==> src/lstb_pkg.sv <==
`default_nettype none
package lstb_pkg;
  // register byte addresses
  localparam logic [31:0] ADDR_SLOT_CAPTURE = 32'h4000001c;
  localparam logic [31:0] ADDR_FINE_CAPTURE = 32'h40000020;
  localparam logic [31:0] ADDR_ADDR_LOW = 32'h40000024;
  localparam logic [31:0] ADDR_ADDR_HIGH = 32'h40000028;
  localparam logic [31:0] ADDR_POINTERS = 32'h4000002c;
  localparam logic [31:0] ADDR_SLEEP_CTRL = 32'h40000030;
  localparam logic [31:0] ADDR_SLEEP_TIME = 32'h40000034;
  localparam logic [31:0] ADDR_SLEEP_DUR = 32'h40000038;
  localparam logic [31:0] ADDR_WAKE_TIMING = 32'h4000003c;
  localparam logic [31:0] ADDR_SAMPLE_TRIG = 32'h40000068;
  localparam logic [31:0] ADDR_IRQ_STATUS = 32'h40000070;
  localparam logic [31:0] ADDR_IRQ_ENABLE = 32'h40000074;
  localparam logic [31:0] ADDR_IRQ_CLEAR = 32'h40000078;
  // field positions
  localparam int PRIVACY_BIT = 16;
  localparam int ETP_LSB = 16;
  localparam int EXT_DIS_BIT = 31;
  localparam int SLEEP_STAT_BIT = 15;
  localparam int SOFT_WAKE_BIT = 4;
  localparam int CORR_EN_BIT = 3;
  localparam int SLEEP_ON_BIT = 2;
  localparam int EXT_DELAY_LSB = 21;
  localparam int ASSERT_LEAD_LSB = 10;
  // interrupt status bit positions
  localparam int EVT_SLOT = 0;
  localparam int EVT_SLEEP = 1;
  localparam int EVT_WAKE = 2;
  localparam int EVT_W = 3;
  // value of the wake interrupt enable field that allows the interrupt
  localparam logic [1:0] WAKE_IRQ_ON = 2'h3;
  // reset values
  localparam logic [31:0] RESET_WORD = 32'h0;
  // timing
  localparam int CLK_PERIOD_NS = 10;
  localparam int US_NS = 1000;
  localparam int US_CYCLES = US_NS / CLK_PERIOD_NS;
  localparam int SLOT_US = 625;
  // sleep sequencer states
  typedef enum logic [0:0] {LSTB_ACTIVE, LSTB_SLEEP} lstb_state_e;
endpackage
`default_nettype wire

==> src/lstb_top.sv <==
`default_nettype none
module lstb_top (
  // clock and reset
  input wire logic clk_i,
  input wire logic rstn_i,
  // register port
  input wire logic [31:0] addr_i,
  input wire logic [31:0] wdata_i,
  input wire logic wr_i,
  input wire logic rd_i,
  output logic [31:0] rdata_o,
  // pins from outside the clock domain
  input wire logic low_power_clk_i,
  input wire logic ext_wake_i,
  // link-layer side outputs
  output logic [15:0] exchange_table_pointer_o,
  output logic [14:0] receive_descriptor_pointer_o,
  output logic sleep_clock_mux_o,
  output logic low_power_wake_interrupt_o,
  output logic irq_o
);

  // reset release synchroniser
  logic rst_meta;
  logic rst_n;
  always_ff @(posedge clk_i or negedge rstn_i) begin
    if (!rstn_i) begin
      rst_meta <= 1'b0;
      rst_n <= 1'b0;
    end else begin
      rst_meta <= 1'b1;
      rst_n <= rst_meta;
    end
  end

  // pin synchronisers; the first stage is read only by the second
  logic lp_meta;
  logic lp_sync;
  logic lp_prev;
  logic ext_meta;
  logic ext_sync;
  always_ff @(posedge clk_i or negedge rst_n) begin
    if (!rst_n) begin
      lp_meta <= 1'b0;
      lp_sync <= 1'b0;
      lp_prev <= 1'b0;
      ext_meta <= 1'b0;
      ext_sync <= 1'b0;
    end else begin
      lp_meta <= low_power_clk_i;
      lp_sync <= lp_meta;
      lp_prev <= lp_sync;
      ext_meta <= ext_wake_i;
      ext_sync <= ext_meta;
    end
  end

  // one-cycle enable per low-power clock rising edge; the low-power clock
  // must be well under half the system rate or edges are missed
  wire lp_tick = lp_sync & ~lp_prev;

  // software-visible state
  logic [26:0] slot_count_capture; // captured slot count
  logic [9:0] fine_count_capture; // captured microsecond count
  // device address words and privacy flag, plain storage
  logic [31:0] address_low_bits;
  logic [15:0] address_high_bits;
  logic privacy_flag;
  // sleep control fields; the action bits clear themselves
  logic external_wake_disable;
  logic software_wake_request;
  logic sleep_request;
  logic [1:0] wake_irq_enable;
  // sleep length and elapsed count, both in low-power cycles
  logic [31:0] sleep_length;
  logic [31:0] sleep_elapsed;
  // wake interrupt timing fields, all in low-power cycles
  logic [10:0] external_wake_release_delay;
  logic [10:0] wake_assert_lead;
  logic [9:0] wake_release_lead;
  // sticky event status and its enable mask
  logic [lstb_pkg::EVT_W-1:0] irq_status;
  logic [lstb_pkg::EVT_W-1:0] irq_enable;

  // running timebase
  logic [6:0] us_div; // system cycles within one microsecond
  logic [9:0] microsecond_count_value;
  logic [26:0] slot_count_value;
  logic counters_on; // counters stop in sleep until correction is requested

  // sleep sequencer state
  lstb_pkg::lstb_state_e state;
  logic [31:0] remaining; // low-power cycles left before expiry
  logic [10:0] ext_release_cnt; // low-power cycles until irq release

  // address decode
  // full 32-bit compare, so aliases of the map read as zero
  wire hit_slot = (addr_i == lstb_pkg::ADDR_SLOT_CAPTURE);
  wire hit_fine = (addr_i == lstb_pkg::ADDR_FINE_CAPTURE);
  wire hit_low = (addr_i == lstb_pkg::ADDR_ADDR_LOW);
  wire hit_high = (addr_i == lstb_pkg::ADDR_ADDR_HIGH);
  wire hit_ptr = (addr_i == lstb_pkg::ADDR_POINTERS);
  wire hit_ctrl = (addr_i == lstb_pkg::ADDR_SLEEP_CTRL);
  wire hit_time = (addr_i == lstb_pkg::ADDR_SLEEP_TIME);
  wire hit_dur = (addr_i == lstb_pkg::ADDR_SLEEP_DUR);
  wire hit_wtim = (addr_i == lstb_pkg::ADDR_WAKE_TIMING);
  wire hit_trig = (addr_i == lstb_pkg::ADDR_SAMPLE_TRIG);
  wire hit_ist = (addr_i == lstb_pkg::ADDR_IRQ_STATUS);
  wire hit_ien = (addr_i == lstb_pkg::ADDR_IRQ_ENABLE);
  wire hit_icl = (addr_i == lstb_pkg::ADDR_IRQ_CLEAR);

  // write strobes per register
  // control action bits act only on a write of one; a zero does nothing, but any write fires the sample trigger
  wire wr_ctrl = wr_i & hit_ctrl;
  wire sample_clock_trigger = wr_i & hit_trig;
  wire corr_write = wr_ctrl & wdata_i[lstb_pkg::CORR_EN_BIT];
  wire soft_wake_write = wr_ctrl & wdata_i[lstb_pkg::SOFT_WAKE_BIT];
  wire sleep_on_write = wr_ctrl & wdata_i[lstb_pkg::SLEEP_ON_BIT];

  // microsecond and slot wraps
  // the divider stands still while the counters are stopped
  wire us_tick = counters_on && (us_div == 7'(lstb_pkg::US_CYCLES - 1));
  wire slot_wrap = us_tick && (microsecond_count_value == 10'(lstb_pkg::SLOT_US - 1));

  // sleep sequencer decisions
  wire asleep = (state == lstb_pkg::LSTB_SLEEP);
  wire ext_wake_ok = ext_sync & ~external_wake_disable;
  wire [31:0] remaining_dec = remaining - 32'h1;
  // expiry at one remaining cycle, so a length of zero wakes on the first edge
  wire timer_expire = asleep && lp_tick && (remaining <= 32'h1);
  wire wake_now = asleep && (timer_expire || software_wake_request || ext_wake_ok);
  wire sleep_enter = !asleep && sleep_request;
  wire irq_gate = (wake_irq_enable == lstb_pkg::WAKE_IRQ_ON);
  // leads compare against the count left after this edge's decrement
  wire hit_assert = asleep && lp_tick && (remaining_dec == {21'h0, wake_assert_lead});
  wire hit_release = asleep && lp_tick && (remaining_dec == {22'h0, wake_release_lead});
  // an external wake only marks the irq when no other cause wins
  wire ext_wake_event = asleep && ext_wake_ok && !timer_expire && !software_wake_request;
  // release after an external wake only counts once the core is awake
  wire ext_release = !asleep && lp_tick && (ext_release_cnt == 11'h1);

  // event sources for the interrupt status
  // bit order must match the status positions in the package
  wire [lstb_pkg::EVT_W-1:0] events = {wake_now, sleep_enter, slot_wrap};

  // microsecond divider and fine / slot counters
  // the fine count restarts each slot; the slot count wraps at 27 bits
  always_ff @(posedge clk_i or negedge rst_n) begin
    if (!rst_n) begin
      us_div <= 7'h0;
      microsecond_count_value <= 10'h0;
      slot_count_value <= 27'h0;
    end else if (counters_on) begin
      us_div <= us_tick ? 7'h0 : us_div + 7'h1;
      if (slot_wrap) begin
        microsecond_count_value <= 10'h0;
        slot_count_value <= slot_count_value + 27'h1;
      end else if (us_tick) begin
        microsecond_count_value <= microsecond_count_value + 10'h1;
      end
    end
  end

  // capture of the running counters for software
  // both captures share one strobe so software sees a consistent pair
  always_ff @(posedge clk_i or negedge rst_n) begin
    if (!rst_n) begin
      slot_count_capture <= 27'h0;
      fine_count_capture <= 10'h0;
    end else if (sample_clock_trigger) begin
      slot_count_capture <= slot_count_value;
      fine_count_capture <= microsecond_count_value;
    end
  end

  // plain read/write configuration registers
  // writes take effect at the edge that samples the strobe
  always_ff @(posedge clk_i or negedge rst_n) begin
    if (!rst_n) begin
      address_low_bits <= 32'h0;
      address_high_bits <= 16'h0;
      privacy_flag <= 1'b0;
      exchange_table_pointer_o <= 16'h0;
      receive_descriptor_pointer_o <= 15'h0;
      sleep_length <= 32'h0;
      external_wake_release_delay <= 11'h0;
      wake_assert_lead <= 11'h0;
      wake_release_lead <= 10'h0;
      external_wake_disable <= 1'b0;
      wake_irq_enable <= 2'h0;
      irq_enable <= '0;
    end else if (wr_i) begin
      if (hit_low) begin
        address_low_bits <= wdata_i;
      end
      if (hit_high) begin
        address_high_bits <= wdata_i[15:0];
        privacy_flag <= wdata_i[lstb_pkg::PRIVACY_BIT];
      end
      if (hit_ptr) begin
        exchange_table_pointer_o <= wdata_i[31:16];
        receive_descriptor_pointer_o <= wdata_i[14:0];
      end
      if (hit_time) begin
        sleep_length <= wdata_i;
      end
      if (hit_wtim) begin
        external_wake_release_delay <= wdata_i[31:21];
        wake_assert_lead <= wdata_i[20:10];
        wake_release_lead <= wdata_i[9:0];
      end
      if (hit_ctrl) begin
        external_wake_disable <= wdata_i[lstb_pkg::EXT_DIS_BIT];
        wake_irq_enable <= wdata_i[1:0];
      end
      if (hit_ien) begin
        irq_enable <= wdata_i[lstb_pkg::EVT_W-1:0];
      end
    end
  end

  // self-clearing control bits; a write of one in the clearing cycle wins
  // a wake request written while awake stays pending until the next sleep
  always_ff @(posedge clk_i or negedge rst_n) begin
    if (!rst_n) begin
      software_wake_request <= 1'b0;
      sleep_request <= 1'b0;
    end else begin
      if (soft_wake_write) begin
        software_wake_request <= 1'b1;
      end else if (wake_now) begin
        software_wake_request <= 1'b0;
      end
      if (sleep_on_write) begin
        sleep_request <= 1'b1;
      end else if (wake_now) begin
        sleep_request <= 1'b0;
      end
    end
  end

  // counters stay stopped after wake until correction is requested
  // correction writes during sleep are ignored, so restart happens awake only
  always_ff @(posedge clk_i or negedge rst_n) begin
    if (!rst_n) begin
      counters_on <= 1'b1;
    end else if (sleep_enter) begin
      counters_on <= 1'b0;
    end else if (corr_write && !asleep) begin
      counters_on <= 1'b1;
    end
  end

  // sleep sequencer
  // elapsed count is cleared on entry and frozen on wake for software
  always_ff @(posedge clk_i or negedge rst_n) begin
    if (!rst_n) begin
      state <= lstb_pkg::LSTB_ACTIVE;
      remaining <= 32'h0;
      sleep_elapsed <= 32'h0;
      sleep_clock_mux_o <= 1'b0;
    end else begin
      case (state)
        lstb_pkg::LSTB_ACTIVE: begin
          if (sleep_enter) begin
            state <= lstb_pkg::LSTB_SLEEP;
            remaining <= sleep_length;
            sleep_elapsed <= 32'h0;
            sleep_clock_mux_o <= 1'b1;
          end
        end
        lstb_pkg::LSTB_SLEEP: begin
          // the expiry edge still counts as an elapsed cycle
          if (lp_tick) begin
            sleep_elapsed <= sleep_elapsed + 32'h1;
            remaining <= remaining_dec;
          end
          if (wake_now) begin
            state <= lstb_pkg::LSTB_ACTIVE;
            sleep_clock_mux_o <= 1'b0;
          end
        end
        default: begin
          state <= lstb_pkg::LSTB_ACTIVE;
          sleep_clock_mux_o <= 1'b0;
        end
      endcase
    end
  end

  // low-power wake interrupt: timed set/release near expiry, delayed
  // release after an external wake
  // an external set outranks the timed release and set in the same cycle
  always_ff @(posedge clk_i or negedge rst_n) begin
    if (!rst_n) begin
      low_power_wake_interrupt_o <= 1'b0;
      ext_release_cnt <= 11'h0;
    end else begin
      if (ext_wake_event && irq_gate) begin
        low_power_wake_interrupt_o <= 1'b1;
        ext_release_cnt <= external_wake_release_delay;
      end else if (hit_release) begin
        low_power_wake_interrupt_o <= 1'b0;
      end else if (hit_assert && irq_gate) begin
        low_power_wake_interrupt_o <= 1'b1;
      end else if (ext_release) begin
        low_power_wake_interrupt_o <= 1'b0;
        ext_release_cnt <= 11'h0;
      end else if (!asleep && lp_tick && ext_release_cnt != 11'h0) begin
        ext_release_cnt <= ext_release_cnt - 11'h1;
      end
    end
  end

  // sticky interrupt status; a new event wins over a clear
  // irq_o is built from the next status value, one cycle behind the event
  wire [lstb_pkg::EVT_W-1:0] irq_clear = (wr_i && hit_icl) ? wdata_i[lstb_pkg::EVT_W-1:0] : '0;
  always_ff @(posedge clk_i or negedge rst_n) begin
    if (!rst_n) begin
      irq_status <= '0;
      irq_o <= 1'b0;
    end else begin
      irq_status <= (irq_status & ~irq_clear) | events;
      irq_o <= |(((irq_status & ~irq_clear) | events) & irq_enable);
    end
  end

  // read selection
  // write-only and unmapped addresses read as zero
  wire [31:0] ctrl_word = {external_wake_disable, 15'h0, sleep_clock_mux_o, 10'h0,
                           software_wake_request, 2'h0, wake_irq_enable};
  wire [31:0] rd_mux =
    hit_slot ? {5'h0, slot_count_capture} :
    hit_fine ? {22'h0, fine_count_capture} :
    hit_low  ? address_low_bits :
    hit_high ? {15'h0, privacy_flag, address_high_bits} :
    hit_ptr  ? {exchange_table_pointer_o, 1'b0, receive_descriptor_pointer_o} :
    hit_ctrl ? ctrl_word :
    hit_time ? sleep_length :
    hit_dur  ? sleep_elapsed :
    hit_wtim ? {external_wake_release_delay, wake_assert_lead, wake_release_lead} :
    hit_ist  ? {29'h0, irq_status} :
    hit_ien  ? {29'h0, irq_enable} :
    lstb_pkg::RESET_WORD;

  // read data registered, valid the cycle after the strobe only
  // zero outside read cycles keeps a shared read bus quiet
  always_ff @(posedge clk_i or negedge rst_n) begin
    if (!rst_n) begin
      rdata_o <= 32'h0;
    end else begin
      rdata_o <= rd_i ? rd_mux : 32'h0;
    end
  end

endmodule
`default_nettype wire

==> config.mk <==
export PLATFORM = sky130hd
export DESIGN_NAME = lstb_top
export DESIGN_NICKNAME = d
export VERILOG_FILES = /design/src/lstb_pkg.sv /design/src/lstb_top.sv
export SDC_FILE = /design/constraint.sdc
export NUM_CORES = 1
export LEC_CHECK = 0
export BUFFER_PORTS_ARGS = -buffer_cell sky130_fd_sc_hd__buf_2
export CORE_ASPECT_RATIO = 1.5
export CORE_UTILIZATION = 29
export CTS_BUF_LIST = sky130_fd_sc_hd__clkbuf_16
export CTS_CLUSTER_SIZE = 40
export DETAILED_ROUTE_END_ITERATION = 12
export GPL_ROUTABILITY_DRIVEN = 0
export GPL_TIMING_DRIVEN = 1
export HOLD_SLACK_MARGIN = 0.02
export SYNTH_ARGS = -nofsm -noshare
export SYNTH_HDL_FRONTEND = slang
export SYNTH_SLANG_ARGS = --single-unit
==> constraint.sdc <==
create_clock -name clk_i -period 13 [get_ports clk_i]
set_clock_uncertainty 0.15 [all_clocks]
set_input_delay 1.3 -clock clk_i [delete_from_list [all_inputs] [get_ports clk_i]]
set_output_delay 1.3 -clock clk_i [all_outputs]
set_load 0.02 [all_outputs]
==> results.txt, run 1 <==
Outcome -> complete, no violations
Syn avg cell area -> 11.2 µm²
Largest net degree at the start of global routing -> 176
Post-synth top area cell -> dfrtp_1
Number of flops mapped to enable cells by yosys -> 0
Top cell type's share of synthesized area -> 51.7%
First-pass GRT wire length -> 81,300 µm
Resized Gates After CTS -> 0
Drt via density -> 5.35
Initial antenna violation count -> 2
Max-cap violations -> 0
CORE AREA -> 0.0581 mm²
Worst setup EP type -> flop
Diodes inserted -> 0
DRT iter0 DRCs -> 801
Postcts setup bufs -> 0
Synth area leaders -> dfrtp_1, mux2_2, xnor2_1
Non-Filler Instances -> 2,445
Post-Syn Instances -> 1,532
Post-synthesis sequential area ratio -> 51.9%
Final min period -> 4.85 ns
Setup TNS -> 0 ns
Fmax -> 0.206 GHz
CTS tree -> built
Post-DRT Antenna Nets -> 0
First drt pass iteration count -> 5
CP arrival -> 5.12 ns
Vias -> 13.1k
Net Count, Synth -> 1,611
Endpoints failing hold -> 0
Asr flop ratio synth -> 100%
Startpoint types -> input pin
Most frequent cell after synthesis -> dfrtp_1
Root Driver -> clkbuf_16
Comb pwr share -> 3.3%
Slew @ Worst Pin -> 1.17 ns
Die height -> 300 µm
Critical path class -> input pin to flop
DRT Wirelength -> 52,800 µm
Worst-path clk slew -> 0.06 ns
H-tree levels -> 2
Cell Rows -> 108
CTS Buffer Depth -> 3
Setup Viol. Count Final -> 0
DRC -> 0
Clock latency on the worst-skew pair -> 0.54 ns
Hold Crit Class -> flop to flop
# clock sinks -> 355
IO Port Bufs -> 135
Detailed Place HPWL -> 37,600 µm
Power consumption -> 2200 µW
Final Slew Violations -> 0
Area Overhead vs Synth -> 15.4%
CP required -> 13.27 ns
Initial Util -> 29.5%
DIE AREA -> 0.0600 mm²
Count of cell types in the netlist -> 78
Cell-internal power -> 1680 µW
GRT Util Overall -> 17.4%
Maximum vdd drop -> 88.2 µV
YS warnings -> 0
Die X -> 200 µm
Seq cells post-synth -> 355
Ys flop type -> dfrtp_1
Slew HR -> 21.8%
Leak -> 0.00904 µW
Flop pwr share -> 51.3%
WL/cell -> 21.6 µm
Switching Share -> 23.5%
Synth Cell Area -> 0.0171 mm²
Share of layout cells above drive strength 1 -> 25.7%
FILL cells -> 5,918
Post-CTS Hold Buffers -> 0
# IOs -> 136
RSZ-0062 raised after global routing -> no
Psw -> 516 µW
Worst-path fanout max -> 31
Num CTS Buffers -> 37
Commonest cells in the netlist -> dfrtp_1, mux2_2, nand2_1
PwrDens -> 111 mW/mm²
Placed cells -> 2,378
Post-route clock period utilization -> 37.3%
Clock power share -> 45.4%
Remaining Overflow, GRT -> 0
Vias in the first global route -> 13.6k
Fin nets -> 1,726
routing by layer:
metal / share of wire [%] / track usage [%] / vias up / routed length [µm]
met3: 3.9 / 2.09 / 128 / 2080
met1: 39 / 19.7 / 6659 / 20500
met2: 53 / 32.2 / 381 / 27700
met4: 4.7 / 8.45 / 2 / 2480
met5: 0.030 / 0 / - / 16
li1: - / - / 5906 / -
layout by cell type (no fill, tap or decap), types with 8 or more instances in the layout:
| cell | netlist | layout |
|---|---|---|
| ha_1 | 9 | 9 |
| nor3_1 | 28 | 27 |
| buf_2 | 20 | 135 |
| nand3_1 | 50 | 49 |
| a31oi_1 | 19 | 19 |
| o31ai_1 | 13 | 13 |
| xor2_1 | 34 | 34 |
| xnor2_1 | 60 | 60 |
| o21ai_0 | 72 | 72 |
| buf_4 | 0 | 25 |
| a222oi_1 | 8 | 8 |
| nor4_1 | 28 | 26 |
| a21oi_1 | 40 | 40 |
| or3_1 | 15 | 15 |
| a211oi_1 | 9 | 9 |
| clkinv_1 | 0 | 10 |
| mux2_2 | 188 | 188 |
| dfrtp_1 | 354 | 353 |
| inv_1 | 22 | 29 |
| and3_1 | 16 | 16 |
| nand4_1 | 22 | 22 |
| nor2_1 | 71 | 71 |
| clkbuf_16 | 0 | 39 |
| nor3b_1 | 10 | 9 |
| o22ai_1 | 29 | 29 |
| mux2i_1 | 19 | 19 |
| a22oi_1 | 38 | 38 |
| and2_1 | 8 | 8 |
| nand2_1 | 134 | 134 |
| a21o_1 | 17 | 17 |
cells by family after synthesis:
| kind of cell | share of synthesized area [%] |
|---|---|
| DFF | 51.9 |
| xor gates and xnor gates | 5.47 |
| adders and majority gates | 0.658 |
| buffers and inverters | 2.54 |
| and+or+nand+nor | 13.4 |
| muxes | 13.6 |
| AOI/OAI and AO/OA | 12.4 |
| other | 0.0219 |
path summary, 6_finish.rpt:
check                      slack [ns]  cells past startpoint                                     end                     start
max                              8.15                      8                   rdata_o[14]$_DFF_PN0_                 addr_i[2]
min                              0.20                      0                      ext_sync$_DFF_PN0_        ext_meta$_DFF_PN0_
max reg2reg                      9.48                     10  low_power_wake_interrupt_o$_DFFE_PN0P_  remaining[0]$_DFFE_PN0P_
min reg2reg                      0.20                      0                      ext_sync$_DFF_PN0_        ext_meta$_DFF_PN0_
max in group asynchronous       10.18                      2        address_high_bits[0]$_DFFE_PN0P_           rst_n$_DFF_PN0_
min in group asynchronous        0.34                      0        slot_count_value[17]$_DFFE_PN0P_           rst_n$_DFF_PN0_
state kept, by name, indices dropped and copies added (netlist names), 15 cells and up:
register / flops
address_low_bits: 32
sleep_elapsed: 32
slot_count_value: 27
sleep_length: 32
rdata_o: 32
exchange_table_pointer_o: 16
slot_count_capture: 27
remaining: 32
address_high_bits: 16
receive_descriptor_pointer_o: 15
final cells by class:
class                   instances  area (µm²)  share of cell area, %
repair buffers                161         883                   4.47
multi-input cells            1070        7840                   39.6
clock buffers                  39         976                   4.94
clock inverters                28         135                  0.684
flip-flops and latches        355        8890                   45.0
inverters                      22        82.6                  0.418
well taps                     770         963                   4.87
critical path, cell delays in order:
cell and delay [ns]:
buf_2 0.51, nand2_1 0.58, or4_1 0.60, nor4_2 0.63
a21oi_1 0.18, nand2_1 0.91, a211oi_1 0.14, a21o_1 0.22
metrics by stage:
stage | utilization (%) | instance area, µm² | setup WS, ns | hold WS [ns]
global placement | 32.1 | 18700 | 7.92 | 0.184
finish | 34.0 | 19800 | 8.15 | 0.195
floorplan | - | 17100 | 2.23 | 0.181
global route | 34.0 | 19800 | 8.06 | 0.207
detailed placement | 32.1 | 18700 | 7.74 | 0.185
CTS | 34.0 | 19800 | 8.29 | 0.199
power by group through the flow:
stage	combinational, µW	sequential (µW)	clock [µW]
final	72.7	1130	996
after global routing	82.6	1130	1060
after CTS	74.0	1130	1020
after global placement	71.7	1150	0
after floorplan	27.9	1160	0
after detailed placement	74.0	1150	0
No activity file was read; power rests on OpenSTA's default activity.
==> run 2, diff against run 1 <==
==> constraint.sdc (replaced) <==
create_clock -name clk_i -period 4.68 [get_ports clk_i]
set_clock_uncertainty 0.15 [all_clocks]
set_input_delay 0.468 -clock clk_i [delete_from_list [all_inputs] [get_ports clk_i]]
set_output_delay 0.468 -clock clk_i [all_outputs]
set_load 0.02 [all_outputs]
==> run 2 against run 1 <==
Net effect:
- highest routed layer unchanged
- critical path depth rose by 2
- clock-buffer cell count did not move
- register-to-register slack got worse by 8.2 ns
==> results.txt, run 2 (synthesis results as in run 1) <==
# IOs -> 136 (unchanged)
Worst-path fanout max -> 12 (-61%)
Crit-path slowest cell -> or4_1
Num CTS Buffers -> 38 (+2.7%)
GRT Util Overall -> 17.5% (+0.052 points)
Fin nets -> 1,745 (+1.1%)
CP required -> 5.00 ns (-8.27 ns)
Power consumption -> 6360 µW (+190%)
Comb pwr share -> 3.4% (about the same)
Outcome -> complete, no violations
Final min period -> 3.43 ns
Psw -> 1450 µW (+180%)
Clock latency on the worst-skew pair -> 0.54 ns (about the same)
Worst Setup SP -> remaining[0]$_DFFE_PN0P_
Flop pwr share -> 49.2% (-2.1 points)
Post-route clock period utilization -> 73.4%
DIE AREA -> 0.0600 mm² (unchanged)
Fmax -> 0.291 GHz
Cell-internal power -> 4900 µW (+190%)
Detailed Place HPWL -> 38,000 µm (+1.1%)
# clock sinks -> 355 (unchanged)
Most common cell after layout, fill and taps aside -> dfrtp_1
PwrDens -> 317 mW/mm² (+190%)
Crit path largest cell delay -> 0.58 ns (-0.33 ns)
Worst setup EP type -> flop
Setup Viol. Count Final -> 0 (unchanged)
Root Driver -> clkbuf_16
DRT Wirelength -> 52,800 µm (about the same)
Initial antenna violation count -> 2 (unchanged)
Post-DRT Antenna Nets -> 0 (unchanged)
Maximum vdd drop -> 216 µV (+150%)
H-tree levels -> 2 (unchanged)
Hold Path Origin -> wdata_i[4]
First-pass GRT wire length -> 81,400 µm (about the same)
Vias -> 13.1k (-0.12%)
Worst-path clk slew -> 0.07 ns (about the same)
Hold Crit Class -> input pin to flop
Final Slew Violations -> 0 (unchanged)
DRT iter0 DRCs -> 988 (+23%)
CTS Buffer Depth -> 3 (unchanged)
Die height -> 300 µm (unchanged)
Worst path cell trace -> inv_1, ha_1, nor3b_2, buf_4, nand2_1, xor2_1, o2111ai_1, or4_1, o31ai_1, a21o_1
Commonest non-fill, non-tap cells in the layout -> dfrtp_1, mux2_2, buf_2
Initial Util -> 29.5% (unchanged)
Share of layout cells above drive strength 1 -> 26.5% (+0.82 points)
Cell Rows -> 108 (unchanged)
Die X -> 200 µm (unchanged)
Largest net degree at the start of global routing -> 107 (-39%)
Slew @ Worst Pin -> 1.09 ns (-0.0837 ns)
Drt via density -> 5.30 (-0.97%)
Slew HR -> 27.3% (+5.6 points)
First drt pass iteration count -> 5 (unchanged)
IO Port Bufs -> 135 (unchanged)
Clock power share -> 47.4% (+2.0 points)
Max-cap violations -> 0 (unchanged)
DRC -> 0 (unchanged)
Critical path class -> flop to flop
CORE AREA -> 0.0581 mm² (unchanged)
Worst Path Buf+Inv -> 2 (+1)
Resized Gates After CTS -> 0 (unchanged)
Remaining Overflow, GRT -> 0 (unchanged)
CP arrival -> 3.75 ns (-1.37 ns)
Switching Share -> 22.9% (-0.60 points)
Vias in the first global route -> 13.5k (-0.90%)
Critical R2R Launch -> remaining[0]$_DFFE_PN0P_
Endpoints failing hold -> 0 (unchanged)
RSZ-0062 raised after global routing -> no
Util after Layout -> 34.5% (+0.49 points)
WL/cell -> 21.4 µm (-0.86%)
Startpoint types -> flop
Leak -> 0.00917 µW (+1.5%)
Critical path's top delay family -> simple AND/OR/NAND/NOR gates
Area Overhead vs Synth -> 17.1%
Setup TNS -> 0 ns (unchanged)
CTS tree -> built
==> run 2: timing repair <==
item,in CTS,in global routing
buffers inserted,0,0
hold buffers,3,0
endpoints found under the hold margin,4,0
==> run 2: layer usage <==
metal	up-vias	global-route usage [%]	share of wire (%)
li1	5927	-	-
met1	6628	20.2	38
met3	111	2.26	4.6
met4	2	7.91	4.3
met5	-	0	0.027
met2	392	31.9	53
==> run 2: cell type report <==
class	count	area (µm²)
fill	5887	38100
sequential	355	8890
tap	770	963
antenna	1	2.50
clock inverter	30	251
inverter	22	82.6
clock buffer	39	976
multi-input combinational	1070	7840
timing repair buffer	179	1050
==> run 2: path summary, 6_finish.rpt <==
| path | depth (start not counted) | slack, ns | to |
|---|---|---|---|
| hold reg to reg | 0 | 0.09 | slot_count_value[13]$_DFFE_PN0P_ |
| setup / recovery | 10 | 1.25 | low_power_wake_interrupt_o$_DFFE_PN0P_ |
| hold / removal | 2 | 0.04 | wake_release_lead[4]$_DFFE_PN0P_ |
| max in group asynchronous | 1 | 3.17 | external_wake_release_delay[9]$_DFFE_PN0P_ |
| setup reg to reg | 10 | 1.25 | low_power_wake_interrupt_o$_DFFE_PN0P_ |
| min in group asynchronous | 2 | 0.09 | rst_n$_DFF_PN0_ |
==> run 2: stage by stage <==
stage	worst slack, ns	std cells	cell area (µm²)	hold WS (ns)
2_1_floorplan	1.03	1532	17100	0.0224
3_5_place_dp	0.877	2393	18800	0.102
6_report	1.25	2466	20100	0.0394
4_1_cts	1.26	2465	20000	0.0324
5_1_grt	1.01	2466	20100	0.0560
3_3_place_gp	0.957	2393	18800	0.106
==> run 2: power by group through the flow <==
stage          clock network, µW  registers [µW]  logic [µW]
2_1_floorplan                  0            3220        77.5
3_3_place_gp                   0            3180         217
3_5_place_dp                   0            3180         222
4_1_cts                     3070            3130         225
5_1_grt                     3200            3130         246
6_report                    3010            3130         219
